### src/core/dmapg_pkg.sv
// package: constants and types for the dma portal and global control block
// Summary of operation
// - active flag mirrors channel enable bit
// - active flag drops during descriptor fetch while the list flag is set
// - inactive data access advances selector modulo 8
// - selector above 7 toggles bit 0 only
// - selector picks subregisters 0 to 9
// - data port reaches the selected subregister
// - global pause blocks every channel request
// - clearing pause resumes channels unchanged
// - arbitration bit picks round robin/fixed
// - burst 00 runs the whole block
// - burst 01 limits grants to 4
// - burst 10 single transfer; 11 reserved
// - selector advances only with auto increment
// - upper link bit chains channels 3,2
// - lower link bit chains channels 1,0
// - list flag set on descriptor low write
// - round robin serviced channel goes last
// - fixed order ranks channel 0 highest
package dmapg_pkg;

  localparam int NCH   = 4;  // channel count
  localparam int NSUB  = 10; // subregisters per channel
  localparam int AW    = 12; // register address width

  // register addresses
  localparam logic [11:0] CH0_SEL_ADDR = 12'h0fa8;
  localparam logic [11:0] CH0_DAT_ADDR = 12'h0fa9;
  localparam logic [11:0] CH1_SEL_ADDR = 12'h0faa;
  localparam logic [11:0] CH1_DAT_ADDR = 12'h0fab;
  localparam logic [11:0] CH2_SEL_ADDR = 12'h0fac;
  localparam logic [11:0] CH2_DAT_ADDR = 12'h0fad;
  localparam logic [11:0] CH3_SEL_ADDR = 12'h0fae;
  localparam logic [11:0] CH3_DAT_ADDR = 12'h0faf;
  localparam logic [11:0] GCTL_ADDR    = 12'h0fb0;

  // select/status register fields
  localparam int SS_IRQ_BIT  = 7;
  localparam int SS_LIST_BIT = 5;
  localparam int SS_ACT_BIT  = 4;

  // subregister numbers used by this block
  localparam logic [3:0] SUB_CTL_ONE   = 4'h7;
  localparam logic [3:0] SUB_DESC_LOW  = 4'h9;
  localparam logic [3:0] SUB_LAST      = 4'h9;
  localparam logic [3:0] SUB_WRAP      = 4'h7;
  localparam int         CTL_ONE_EN_BIT = 7; // enable bit inside control one

  // global control fields
  localparam int GC_PAUSE_BIT = 7;
  localparam int GC_ARB_BIT   = 6;
  localparam int GC_BURST_LO  = 4;
  localparam int GC_RSVD_BIT  = 3;
  localparam int GC_ADV_BIT   = 2;
  localparam int GC_UPPER_BIT = 1;
  localparam int GC_LOWER_BIT = 0;
  localparam logic [7:0] GCTL_RST    = 8'h00;
  localparam logic [7:0] GCTL_WMASK  = 8'hf7;
  localparam logic [7:0] SUBREG_RST  = 8'h00;
  localparam logic [3:0] SEL_RST     = 4'h0;

  // burst field codes
  localparam logic [1:0] BURST_BLOCK  = 2'b00;
  localparam logic [1:0] BURST_FOUR   = 2'b01;
  localparam logic [1:0] BURST_SINGLE = 2'b10;
  localparam logic [1:0] FOUR_LAST    = 2'd3; // count of the fourth transfer

  // software register request carried as one bundle
  typedef struct packed {
    logic [AW-1:0] addr;
    logic [7:0]    wdata;
    logic          wr;
    logic          rd;
  } dmapg_bus_req_t;

  // global settings handed to the arbiter
  typedef struct packed {
    logic       pause;
    logic       fixed;
    logic [1:0] burst;
  } dmapg_arb_cfg_t;

endpackage : dmapg_pkg

### src/core/dmapg_arbiter.sv
// channel request arbiter with burst limits and global pause
`timescale 1ns/1ps
module dmapg_arbiter (
  // clock and reset
  input  wire logic                    ref_clk,
  input  wire logic                    rst,
  // settings and requests
  input  wire dmapg_pkg::dmapg_arb_cfg_t cfg,
  input  wire logic [3:0]              chan_en,
  input  wire logic [3:0]              dma_req,
  input  wire logic [3:0]              xfer_done,
  // grant
  output logic [3:0]                   chan_grant
);
  import dmapg_pkg::*;

  typedef enum logic {ARB_IDLE, ARB_BUSY} dmapg_arb_st_t;

  dmapg_arb_st_t st_r, st_nxt;
  logic [1:0] owner_r, owner_nxt; // channel holding the grant
  logic [1:0] last_r,  last_nxt;  // channel serviced most recently
  logic [1:0] cnt_r,   cnt_nxt;   // transfers in this grant
  logic [3:0] eligible;           // requests that may be served
  logic [1:0] pick;               // winner for a fresh grant
  logic       any_elig;
  logic       owner_ok;           // owner still requesting and allowed
  logic       burst_end;          // limit reached on this transfer

  // choose a channel: first requester in rotation, beginning with start itself
  function automatic logic [1:0] first_from(input logic [3:0] r, input logic [1:0] start);
    logic [1:0] res;
    logic [1:0] idx;
    res = start;
    for (int i = 3; i >= 0; i--) begin
      idx = start + i[1:0];
      if (r[idx]) begin
        res = idx;
      end
    end
    return res;
  endfunction : first_from

  // pause masks every request; enabled channels keep their state for resume
  assign eligible  = dma_req & chan_en & {4{~cfg.pause}};
  assign any_elig  = |eligible;
  assign pick      = cfg.fixed ? first_from(eligible, 2'd0)
                               : first_from(eligible, last_r + 2'd1);
  assign owner_ok  = eligible[owner_r];
  assign burst_end = (cfg.burst == BURST_SINGLE) ||
                     ((cfg.burst == BURST_FOUR) && (cnt_r == FOUR_LAST));
  assign chan_grant = (st_r == ARB_BUSY) ? (4'b0001 << owner_r) : 4'b0000;

  // grant sequencing; block mode holds while the request stays up
  always_comb begin
    st_nxt    = st_r;
    owner_nxt = owner_r;
    last_nxt  = last_r;
    cnt_nxt   = cnt_r;
    case (st_r)
      ARB_IDLE: begin
        if (any_elig) begin
          st_nxt    = ARB_BUSY;
          owner_nxt = pick;
          cnt_nxt   = 2'd0;
        end
      end
      ARB_BUSY: begin
        if (!owner_ok) begin
          st_nxt   = ARB_IDLE; // request dropped or paused
          last_nxt = owner_r;
        end else if (xfer_done[owner_r]) begin
          cnt_nxt = cnt_r + 2'd1;
          if (burst_end) begin
            st_nxt   = ARB_IDLE;
            last_nxt = owner_r;
          end
        end
      end
      default: st_nxt = ARB_IDLE;
    endcase
  end

  // state registers
  always_ff @(posedge ref_clk) begin
    if (rst) begin
      st_r    <= ARB_IDLE;
      owner_r <= 2'd0;
      last_r  <= 2'd3;
      cnt_r   <= 2'd0;
    end else begin
      st_r    <= st_nxt;
      owner_r <= owner_nxt;
      last_r  <= last_nxt;
      cnt_r   <= cnt_nxt;
    end
  end

endmodule : dmapg_arbiter

### src/core/dmapg_top.sv
// register portal, status and global control of the four channel dma
//
// Strobed register access was left to the implementer.
`timescale 1ns/1ps
module dmapg_top (
  // clock and reset
  input  wire logic                       ref_clk,
  input  wire logic                       rst,
  // software register port
  input  wire dmapg_pkg::dmapg_bus_req_t  bus_req,
  output logic [7:0]                      reg_rdata,
  // channel status from the transfer engine
  input  wire logic [3:0]                 dma_req,
  input  wire logic [3:0]                 xfer_done,
  input  wire logic [3:0]                 desc_fetch,
  input  wire logic [3:0]                 list_done,
  input  wire logic [3:0]                 irq_was_mark,
  // controls to the transfer engine
  output logic [3:0]                      chan_grant,
  output logic [3:0]                      chan_active_flag,
  output logic                            upper_pair_link_bit,
  output logic                            lower_pair_link_bit,
  output logic [3:0][9:0][7:0]            subreg_out
);
  import dmapg_pkg::*;

  // channel subregister storage, ten bytes per channel
  logic [7:0] sub_r [NCH][NSUB];
  logic [3:0] subreg_selector_r [NCH]; // per channel selector
  logic [3:0] list_active_flag_r;      // linked list running
  logic [7:0] gctl_r;                  // global transfer control
  logic [7:0] rdata_r;                 // read data, one cycle late

  // decoded strobes
  logic [3:0] sel_hit;   // select/status register addressed
  logic [3:0] dat_hit;   // data port addressed
  logic       gctl_hit;
  logic [3:0] dat_acc;   // data port read or write this cycle
  logic [3:0] dat_wr;    // data port write this cycle
  logic [3:0] sel_wr;    // selector write this cycle
  logic [3:0] sel_ok;    // selector names a real subregister
  logic [3:0] chan_en;   // enable bits out of control one
  logic [7:0] rd_mux;    // read value before the output flop
  logic [7:0] ss_view [NCH];
  logic [7:0] dat_view [NCH];
  logic [3:0] sel_nxt [NCH];
  dmapg_arb_cfg_t arb_cfg;

  localparam logic [11:0] SEL_ADDR [NCH] = '{CH0_SEL_ADDR, CH1_SEL_ADDR,
                                              CH2_SEL_ADDR, CH3_SEL_ADDR};
  localparam logic [11:0] DAT_ADDR [NCH] = '{CH0_DAT_ADDR, CH1_DAT_ADDR,
                                              CH2_DAT_ADDR, CH3_DAT_ADDR};

  // selector after an inactive data access
  function automatic logic [3:0] advance(input logic [3:0] s);
    logic [3:0] r;
    r = s;
    if (s > SUB_WRAP) begin
      r = {s[3:1], ~s[0]};
    end else if (s == SUB_WRAP) begin
      r = 4'h0;
    end else begin
      r = s + 4'h1;
    end
    return r;
  endfunction : advance

  // global settings feeding the arbiter and the chain outputs
  assign gctl_hit            = bus_req.addr == GCTL_ADDR;
  assign arb_cfg.pause       = gctl_r[GC_PAUSE_BIT];
  assign arb_cfg.fixed       = gctl_r[GC_ARB_BIT];
  assign arb_cfg.burst       = gctl_r[GC_BURST_LO +: 2];
  assign upper_pair_link_bit = gctl_r[GC_UPPER_BIT];
  assign lower_pair_link_bit = gctl_r[GC_LOWER_BIT];
  assign reg_rdata           = rdata_r;

  // per channel decode, status view and selector update
  for (genvar c = 0; c < NCH; c++) begin : g_ch
    assign sel_hit[c] = bus_req.addr == SEL_ADDR[c];
    assign dat_hit[c] = bus_req.addr == DAT_ADDR[c];
    assign dat_acc[c] = dat_hit[c] & (bus_req.wr | bus_req.rd);
    assign dat_wr[c]  = dat_hit[c] & bus_req.wr;
    assign sel_wr[c]  = sel_hit[c] & bus_req.wr;
    assign sel_ok[c]  = subreg_selector_r[c] <= SUB_LAST;
    assign chan_en[c] = sub_r[c][SUB_CTL_ONE][CTL_ONE_EN_BIT];
    // active mirrors enable, but drops while a list descriptor is fetched
    assign chan_active_flag[c] = chan_en[c] &
                                 ~(list_active_flag_r[c] & desc_fetch[c]);
    assign ss_view[c] = {irq_was_mark[c], 1'b0, list_active_flag_r[c],
                         chan_active_flag[c], subreg_selector_r[c]};
    // reserved selector values read as zero
    assign dat_view[c] = sel_ok[c] ? sub_r[c][subreg_selector_r[c]] : 8'h00;
    // an active channel keeps its selector on data access so transfers are not disturbed
    assign sel_nxt[c] = sel_wr[c] ? bus_req.wdata[3:0] :
                        (dat_acc[c] & ~chan_active_flag[c] & gctl_r[GC_ADV_BIT]) ?
                        advance(subreg_selector_r[c]) :
                        subreg_selector_r[c];

    for (genvar s = 0; s < NSUB; s++) begin : g_out
      assign subreg_out[c][s] = sub_r[c][s];
    end

    // selector register
    always_ff @(posedge ref_clk) begin
      if (rst) begin
        subreg_selector_r[c] <= SEL_RST;
      end else begin
        subreg_selector_r[c] <= sel_nxt[c];
      end
    end

    // list flag: descriptor low write sets, end of list clears, set wins
    always_ff @(posedge ref_clk) begin
      if (rst) begin
        list_active_flag_r[c] <= 1'b0;
      end else if (dat_wr[c] && subreg_selector_r[c] == SUB_DESC_LOW) begin
        list_active_flag_r[c] <= 1'b1;
      end else if (list_done[c]) begin
        list_active_flag_r[c] <= 1'b0;
      end
    end

    // subregister bytes; writes go to the byte the selector names
    always_ff @(posedge ref_clk) begin
      if (rst) begin
        for (int s = 0; s < NSUB; s++) begin
          sub_r[c][s] <= SUBREG_RST;
        end
      end else if (dat_wr[c] && sel_ok[c]) begin
        sub_r[c][subreg_selector_r[c]] <= bus_req.wdata;
      end
    end
  end

  // read mux; unmapped addresses read zero
  always_comb begin
    rd_mux = 8'h00;
    if (gctl_hit) begin
      rd_mux = gctl_r;
    end
    for (int c = 0; c < NCH; c++) begin
      if (sel_hit[c]) begin
        rd_mux = ss_view[c];
      end
      if (dat_hit[c]) begin
        rd_mux = dat_view[c];
      end
    end
  end

  // read data flop and global control register
  always_ff @(posedge ref_clk) begin
    if (rst) begin
      rdata_r <= 8'h00;
      gctl_r  <= GCTL_RST;
    end else begin
      rdata_r <= bus_req.rd ? rd_mux : 8'h00;
      if (gctl_hit && bus_req.wr) begin
        gctl_r <= bus_req.wdata & GCTL_WMASK;
      end
    end
  end

  // arbitration among enabled channels
  dmapg_arbiter u_arb (
    .ref_clk    (ref_clk),
    .rst        (rst),
    .cfg        (arb_cfg),
    .chan_en    (chan_en),
    .dma_req    (dma_req),
    .xfer_done  (xfer_done),
    .chan_grant (chan_grant)
  );

endmodule : dmapg_top

### config.mk
export PLATFORM = sky130hd
export DESIGN_NAME = dmapg_top
export DESIGN_NICKNAME = d
export VERILOG_FILES = /design/src/core/dmapg_pkg.sv /design/src/core/dmapg_arbiter.sv /design/src/core/dmapg_top.sv
export SDC_FILE = /design/constraint.sdc
export NUM_CORES = 1
export LEC_CHECK = 0
export BUFFER_PORTS_ARGS = -buffer_cell sky130_fd_sc_hd__buf_2
export CAP_MARGIN = 10
export CORE_UTILIZATION = 40
export DETAILED_ROUTE_END_ITERATION = 10
export PLACE_DENSITY = 0.66
export REMOVE_ABC_BUFFERS = 1
export SYNTH_ARGS = -nofsm -noshare
export SYNTH_HDL_FRONTEND = slang
export SYNTH_HIERARCHICAL = 1
export SYNTH_SLANG_ARGS = --single-unit
### constraint.sdc
create_clock -name ref_clk -period 9.1 [get_ports ref_clk]
set_input_delay 1.82 -clock ref_clk [delete_from_list [all_inputs] [get_ports ref_clk]]
set_output_delay 1.82 -clock ref_clk [all_outputs]
set_load 0.05 [all_outputs]
# Word level (Yosys, flattened, before mapping)
# Memory sizes are Yosys's and may differ from the RTL's.
# Cells that the tools add are included.
[word_totals] reg_bits=26 ramBits=336 input_bits=44 output_inout_bits=338 word_cells=896 memories=2
[mem_list] name="sub_r" depth=4 word_bits=80 read_ports=4 rd_clocked_by_memory_dff=0 wr=4 line_no="dmapg_top.sv:28" rtl="logic [7:0] sub_r [NCH][NSUB];"
[mem_list] name="subreg_selector_r" depth=4 word_bits=4 read_ports=4 rd_clocked_by_memory_dff=0 wr=4 line_no="dmapg_top.sv:29" rtl="logic [3:0] subreg_selector_r [NCH];"
[classes] add_sub_neg=9 n_lt_le_gt_ge=21 n_eq_ne=25 n_shift=1 muxes=430 bitwise=374 n_reduce_logical=24
[ops] cell="two-way mux 1 bit" n=349
[ops] cell="OR 1 bit" n=325
[ops] cell="two-way mux 80 bit" n=4
[ops] cell="two-way mux 8 bit" n=25
[ops] cell="binary-select mux 8 bit (select 4 bit)" n=4
[ops] cell="demux 8 bit (select 4 bit)" n=4
[ops] cell="== test 12 bit, second input constant" n=9
[ops] cell="two-way mux 4 bit" n=21
[ops] cell="two-way mux 2 bit" n=15
[ops] cell="bitwise AND 1 bit" n=28
[ops] cell=">= comparator 5 bit, second input constant" n=4
[ops] cell="< comparator 5 x 1 -> 1 bit, second input constant" n=4
[ops] cell="NOT 4 -> 5 bit" n=4
[ops] cell="adder 4 x 1 -> 4 bit, second input constant" n=4
[ops] cell="== test 4 x 3 -> 1 bit, second input constant" n=4
[ops] cell="== test 4 bit, second input constant" n=4
[ops] cell="greater-than comparator 4 x 3 -> 1 bit, second input constant" n=4
[ops] cell="<= comparator 4 bit, second input constant" n=4
[ops] cell="< comparator 2 x 3 -> 1 bit, second input constant" n=5
[ops] cell="NOT 1 bit" n=15
[ops] cell="logical AND 1 bit" n=14
[ops] cell="binary-select mux 1 bit (select 2 bit)" n=6
[ops] cell="bitwise AND 4 bit" n=2
[ops] cell="inequality test 2 bit, second input constant" n=4
[ops] cell="14 further kinds" n=22

# Longest topological paths before layout
# Gate-level depths: netlist of run 1.
# An unclocked memory read counts as a cell.
[logic_depth] depth_word=13 depth_mapped=11 ltp_nobuf=8

# Cells and area by module
# Netlist of run 1, hierarchy kept.
[modules_own_cells] module="dmapg_top" instances=1 cells_each=1401 area_each_um2=17719.5 seq_area_each_um2=10309.9
[modules_own_cells] module="dmapg_arbiter" instances=1 cells_each=83 area_each_um2=674.4 seq_area_each_um2=140.1

# Least setup slack after synthesis of run 1
# No wires, ideal clock.
[synth_timing] kind="input-to-output" start="in desc_fetch[2]" end="out chan_active_flag[2]" t_arrival_ps=2422 required_ps=7280 path_slack_ps=4858 stages=2 n_path_buf=1 path_cell_list="a21boi_0 -> buf_4"
[synth_via] elab_chain_cells=3
[synth_lines] item="start: declaration" line_no="dmapg_top.sv:15" rtl="input wire logic [3:0] desc_fetch,"
[synth_lines] item="bitwise AND 1 bit" line_no="dmapg_top.sv:88" rtl="~(list_active_flag_r[c] & desc_fetch[c]);"
[synth_lines] item="NOT 1 bit" line_no="dmapg_top.sv:88"
[synth_lines] item="bitwise AND 1 bit" line_no="dmapg_top.sv:87" rtl="assign chan_active_flag[c] = chan_en[c] &"
[synth_lines] item="end: declaration" line_no="dmapg_top.sv:20" rtl="output logic [3:0] chan_active_flag,"
# Every way passes these cells.

# Final worst setup path of run 1
# Ends and elaborated chain as after synthesis.

==> results.tsv, run 1 <==
metric	value	unit
HPWL Detailed	42.7	mm
PD cells	180	nW/um^2
CP max stage delay	0.68	ns
core footprint	45400	um^2
post-synth top area share	0.522	
clock sink count	362	
Seq cells post-synth	362	
antenna-violating nets left	0	
R2R depth	8	
Synth Flop Type	edfxtp_1	
area grow syn2layout	19.1	%
first-pass GRT wire length	88.1	mm
Worst Path Arrival	3.00	ns
CTS Buf Count	40	
RR Endpoint	reg_rdata[4]	
total die area	46800	um^2
most used cell, CP	buf_2	
antenna violations before repair	2	
CP max stage cell	a21boi_0	
Hold Slack	0.542	ns
layout cell share with drive strength beyond 1	0.314	
Slew @ Worst Pin	1.19	ns
clock transition at the registers of the reported paths	0.06	ns
M1 WL	24.8	mm
wire length per cell	25.7	um
asr flop ratio synth	0	
Startpoint Class	input port	
Tmin final	4.82	ns
most frequent cell after synthesis	edfxtp_1	
post-CTS setup buffer count	0	
worst min path class	reg -> reg	
Synth area leader	edfxtp_1	
FMAX	0.208	GHz
Detailed Route WL	61.8	mm
FF-to-FF setup slack	5.67	ns
Peak VDD IR	0.000121	V
Crit Path Max Fanout	5	
commonest cells in the netlist	320 x edfxtp_1, 234 x and3_1, 122 x clkbuf_1	
Post-Syn Area	18400	um^2
crit path cell chain	buf_2 > a21boi_0 > buf_2	
fin crit share	0.529	
drt first pass iters	7	
Seq/Total Area, Yosys	0.568	
Avg Cell Area, Syn	12.4	um^2
TritonCTS clock tree	done	
input/output buffers	381	
Resize count post-CTS	0	
clk buf depth	3	
Final Slew Violations	0	
Reg2Reg Launch Point	subreg_selector_r[1][0]	
CTS root buffer	clkbuf_16	
Clock Latency Late Sink	0.55	ns
hold endpoint	gctl_r[0]	
Synth area leaders	edfxtp_1 52%, and3_1 8.0%, mux4_2 6.7%, dfxtp_1 4.6%, and2_1 3.4%	
Setup crit end kind	output pin	
DRC violations left	0	
largest net degree at the start of global routing	56	
Critical Path RT	7.28	ns
Top Layer Used	met5	
yosys warns	6	
initial core utilization	0.405	
H-tree depth	2	
status	complete, no violations	
Layout Nets	1839	
Setup CP Type	in -> out	
hold path depth	2	
GRT overflow	0	
GRT Total Usage	0.256	
post-route setup slack	4.28	ns
Synth cell types	75	
Final setup viols	0	
EDFF count, synth	320	
Clock Skew	0.0147	ns
Hold Startpoint	gctl_r[0]	
die height	216	um
FP Rows	78	
# fillers	4091	
Die Wd	216	um
Vias	14125	
DR WL met2	28.6	mm
IO Pins	382	
DR vias/cell	5.87	
final hold viol count	0	
routed wl met3	5.94	mm
initial drt markers	1607	
routability cong.	1.01	
RSZ-0062 raised after global routing	no	
cell count after synthesis	1484	
Rel. slew slack	0.204	
max-cap check violation count	0	
final cell utilization of the core	0.483	
setup TNS after final layout	0	ns
Leak Pwr	9.50	nW
number of global-route vias before repair	13442	
cts hold-fix bufs	0	
Setup WS pre-CTS	3.86	ns
-- per-layer routing --
| metal | track usage | vias up |
|---|---|---|
| met4 | 0.107 | 2 |
| li1 | - | 6197 |
| met5 | 0 | - |
| met2 | 0.397 | 822 |
| met3 | 0.0599 | 140 |
| met1 | 0.345 | 6964 |
-- worst max path at each step --
stage / from / endpoint / slack, ns / depth (start not counted)
2_1_floorplan: desc_fetch[2] / chan_active_flag[2] / 4.14 / 1
3_3_place_gp: rst / sub_r[2][37] / 4.04 / 5
3_5_place_dp: rst / sub_r[2][25] / 3.86 / 5
4_1_cts: desc_fetch[2] / chan_active_flag[2] / 4.28 / 3
5_1_grt: desc_fetch[2] / chan_active_flag[2] / 4.26 / 3
6_report: desc_fetch[2] / chan_active_flag[2] / 4.28 / 3
-- flip-flops by register name, indices dropped and copies added (netlist names) --
register            flops
list_active_flag_r      4
subreg_selector_r      16
reg_rdata               8
sub_r                 320
u_arb/last_r            2
u_arb/owner_r           2
u_arb/cnt_r             2
gctl_r                  7
u_arb/st_r              1
-- per-stage QoR --
| step | std cells | cell area [um^2] | power [mW] |
|---|---|---|---|
| finish | 2405 | 21900 | 3.95 |
| detailed placement | 2331 | 20600 | 2.32 |
| floorplan | 1332 | 17700 | 2.17 |
| global placement | 2331 | 20600 | 2.32 |
| CTS | 2401 | 21900 | 3.97 |
| global route | 2403 | 21900 | 4.06 |
-- where the power goes --
part           leakage (nW)  internal (mW)  total [mW]  switching [mW]
Sequential             3.65           1.85        1.90          0.0441
Combinational          5.21         0.0799       0.391           0.311
Clock                 0.639          0.998        1.66           0.664
Total                  9.50           2.93        3.95            1.02
-- layout by cell type, fill, tap and decap left out, types with 18 or more instances in the layout --
master / synthesis / routed
ha_1: 20 / 20
edfxtp_1: 320 / 320
a21oi_1: 38 / 38
clkbuf_16: 0 / 41
inv_1: 23 / 23
nor2_1: 79 / 79
buf_4: 5 / 18
mux2i_1: 59 / 59
mux2_2: 19 / 19
nor3_1: 31 / 31
dfxtp_1: 42 / 40
nand2_1: 50 / 50
and2_1: 101 / 101
mux4_2: 55 / 55
buf_2: 9 / 381
and3_1: 234 / 234
a21o_1: 33 / 33
-- layout make-up --
type                       instances  area, um^2  share of cell area
antenna                            2        5.00            0.000228
clock buffer                      50        1060              0.0484
clock inverter                    20         260              0.0119
inverter                          24        90.1             0.00411
multi-input combinational        946        7230               0.330
sequential                       362       10500               0.477
tap                              600         751              0.0343
timing repair buffer             401        2060              0.0941
-- cells by family (layout without fill, tap and decap cells) --
| family | after synthesis | in the layout | share of synthesized area |
|---|---|---|---|
| AOI/OAI and AO/OA | 194 | 194 | 0.0756 |
| xor gates and xnor gates | 5 | 5 | 0.00238 |
| adders and majority gates | 20 | 20 | 0.0136 |
| buffers and inverters | 176 | 495 | 0.0408 |
| DFF | 362 | 362 | 0.568 |
| muxes | 133 | 133 | 0.111 |
| other | 0 | 2 | 0 |
| and+or+nand+nor | 594 | 594 | 0.188 |
-- critical path, delay by kind of cell --
| family | cells | cell delay, ns |
|---|---|---|
| AOI/OAI and AO/OA | 1 | 0.68 |
| buffers and inverters | 2 | 0.49 |
(Power assumes the default switching activity.)
==> run 2, diff against run 1 <==
--- a/config.mk
+++ b/config.mk
@@ -5,11 +5,12 @@
 export SDC_FILE = /design/constraint.sdc
 export NUM_CORES = 1
 export LEC_CHECK = 0
+export ABC_AREA = 1
 export BUFFER_PORTS_ARGS = -buffer_cell sky130_fd_sc_hd__buf_2
 export CAP_MARGIN = 10
 export CORE_UTILIZATION = 40
 export DETAILED_ROUTE_END_ITERATION = 10
-export PLACE_DENSITY = 0.66
+export PLACE_DENSITY = 0.69
 export REMOVE_ABC_BUFFERS = 1
 export SYNTH_ARGS = -nofsm -noshare
 export SYNTH_HDL_FRONTEND = slang
==> constraint.sdc (replaced) <==
create_clock -name ref_clk -period 4.4 [get_ports ref_clk]
set_input_delay 0.88 -clock ref_clk [delete_from_list [all_inputs] [get_ports ref_clk]]
set_output_delay 0.88 -clock ref_clk [all_outputs]
set_load 0.05 [all_outputs]
==> results.tsv, run 2 <==
metric	value	unit
status	complete, no violations	
hold path depth	2	
CTS Buf Count	41	
asr flop ratio synth	0	
Psw	2.20	mW
Rel. slew slack	0.343	
Setup crit end kind	flop	
Synth area leader	edfxtp_1	
Synth area leaders	edfxtp_1 54%, nor2_1 12%, nand2_1 9.3%, dfxtp_1 4.8%, o21ai_0 4.6%	
Tmin final	3.38	ns
worst min path class	in -> reg	
Setup CP Type	reg -> reg	
Critical Path RT	4.62	ns
Vias	16225	
clock transition at the registers of the reported paths	0.06	ns
RSZ-0062 raised after global routing	no	
fin crit share	0.768	
max reg flops	320	
Hold Slack	0.489	ns
R2R depth	9	
Layout Nets	2419	
clk buf depth	3	
cts hold-fix bufs	0	
Synth cell types	42	
antenna-violating nets left	0	
Resize count post-CTS	0	
total die area	45100	um^2
Seq/Total Area, Yosys	0.591	
yosys warns	6	
CTS root buffer	clkbuf_16	
routability cong.	0.963	
cell count after synthesis	2016	
Synth Flop Type	edfxtp_1	
Avg Cell Area, Syn	8.78	um^2
Startpoint Class	flop	
hold endpoint	list_active_flag_r[3]	
Final setup viols	0	
first-pass GRT wire length	92.1	mm
clock power share	0.428	
Sequential Power Share	0.472	
DR vias/cell	5.45	
FF-to-FF setup slack	1.02	ns
Detailed Route WL	63.6	mm
area grow syn2layout	21.6	%
number of global-route vias before repair	15047	
Worst Path Arrival	3.60	ns
die height	212	um
post-synth top area share	0.543	
input/output buffers	381	
TritonCTS clock tree	done	
Die Wd	212	um
Final Slew Violations	0	
Peak VDD IR	0.000284	V
FP Rows	76	
max-cap check violation count	0	
H-tree depth	2	
drt first pass iters	7	
GRT Total Usage	0.275	
Seq cells post-synth	362	
Leak Pwr	9.59	nW
Reg2Reg Launch Point	subreg_selector_r[0][1]	
clock sink count	362	
layout cell share with drive strength beyond 1	0.216	
final hold viol count	0	
Clock Skew	0.0210	ns
most frequent cell after synthesis	nor2_1	
Clock Latency Late Sink	0.57	ns
largest net degree at the start of global routing	46	
HPWL Detailed	45.3	mm
Crit Path Max Fanout	27	
setup TNS after final layout	0	ns
antenna violations before repair	8	
most frequent cells in the layout	553 x nor2_1, 438 x nand2_1, 381 x buf_2	
DRC violations left	0	
initial core utilization	0.408	
initial drt markers	1591	
commonest cells in the netlist	553 x nor2_1, 438 x nand2_1, 320 x edfxtp_1	
Combinational Power Share	0.100	
most common cell after layout, fill and taps aside	nor2_1	
PD cells	387	nW/um^2
EDFF count, synth	320	
Post-Syn Area	17700	um^2
switching share of total power	0.264	
RR Endpoint	sub_r[0][78]	
Slew @ Worst Pin	0.982	ns
Hold Startpoint	list_done[3]	
core footprint	43400	um^2
post-CTS setup buffer count	0	
Most flops, register	sub_r	
FMAX	0.296	GHz
wire length per cell	21.4	um
IO Pins	382	
GRT overflow	0	
Internal	6.13	mW
[run 2: layer usage]
layer	wire, um	vias to the layer above	track usage
met5	47	-	0
met4	1570	6	0.0786
met3	6700	119	0.0567
li1	-	7430	-
met2	28900	944	0.427
met1	26500	7726	0.388
[run 2: area by class of cell]
class                   instances  area, um^2
multi-input cells            1447        6420
repair buffers                411        2140
clock buffers                  59        1200
flip-flops and latches        362       10500
inverters                      92         348
fillers                      4115       21900
well taps                     585         732
diodes                          2        5.00
clock inverters                17         208
[run 2: worst max path at each step]
stage	from	endpoint	slack [ns]	cells past startpoint
final	subreg_selector_r[0][1]	sub_r[0][78]	1.02	9
after global routing	subreg_selector_r[0][1]	sub_r[0][79]	0.78	9
after CTS	subreg_selector_r[0][1]	sub_r[0][79]	1.07	9
after detailed placement	bus_req[20]	sub_r[2][60]	0.73	9
after global placement	bus_req[20]	sub_r[2][9]	0.83	9
after floorplan	subreg_selector_r[1][0]	sub_r[1][16]	0.99	8
[run 2: critical path, cell delays in order, from the launching register on]
cell,delay [ns]
dfxtp_1,0.30
buf_4,0.23
inv_1,0.54
ha_1,0.37
nor2_1,0.06
nor2_1,0.08
nor2_1,0.07
nor3_2,0.52
nand3_1,0.43
nand2_1,0.43
[run 2: stage by stage]
stage                     worst slack, ns  cells  power [mW]  utilization  area [um^2]
after global routing                0.780   2973        8.53        0.496        21500
after CTS                            1.07   2973        8.35        0.496        21500
after global placement              0.830   2897        4.83        0.463        20100
after detailed placement            0.727   2897        4.83        0.463        20100
after floorplan                     0.985   1901        4.53            -        17200
final                                1.02   2975        8.33        0.496        21500
[run 2: cell families after synthesis]
| group | Yosys count | synth area share |
|---|---|---|
| fa+ha+maj | 20 | 0.0141 |
| buf+inv | 207 | 0.0463 |
| xor+xnor | 1 | 0.000495 |
| compound gates | 286 | 0.0868 |
| flops | 362 | 0.591 |
| simple gates | 1140 | 0.262 |
[run 2: power groups by stage]
stage	clock network, mW	registers [mW]	logic (mW)
2_1_floorplan	0	4.33	0.204
3_3_place_gp	0	4.00	0.827
3_5_place_dp	0	4.00	0.834
4_1_cts	3.58	3.93	0.836
5_1_grt	3.71	3.94	0.876
6_report	3.56	3.93	0.836
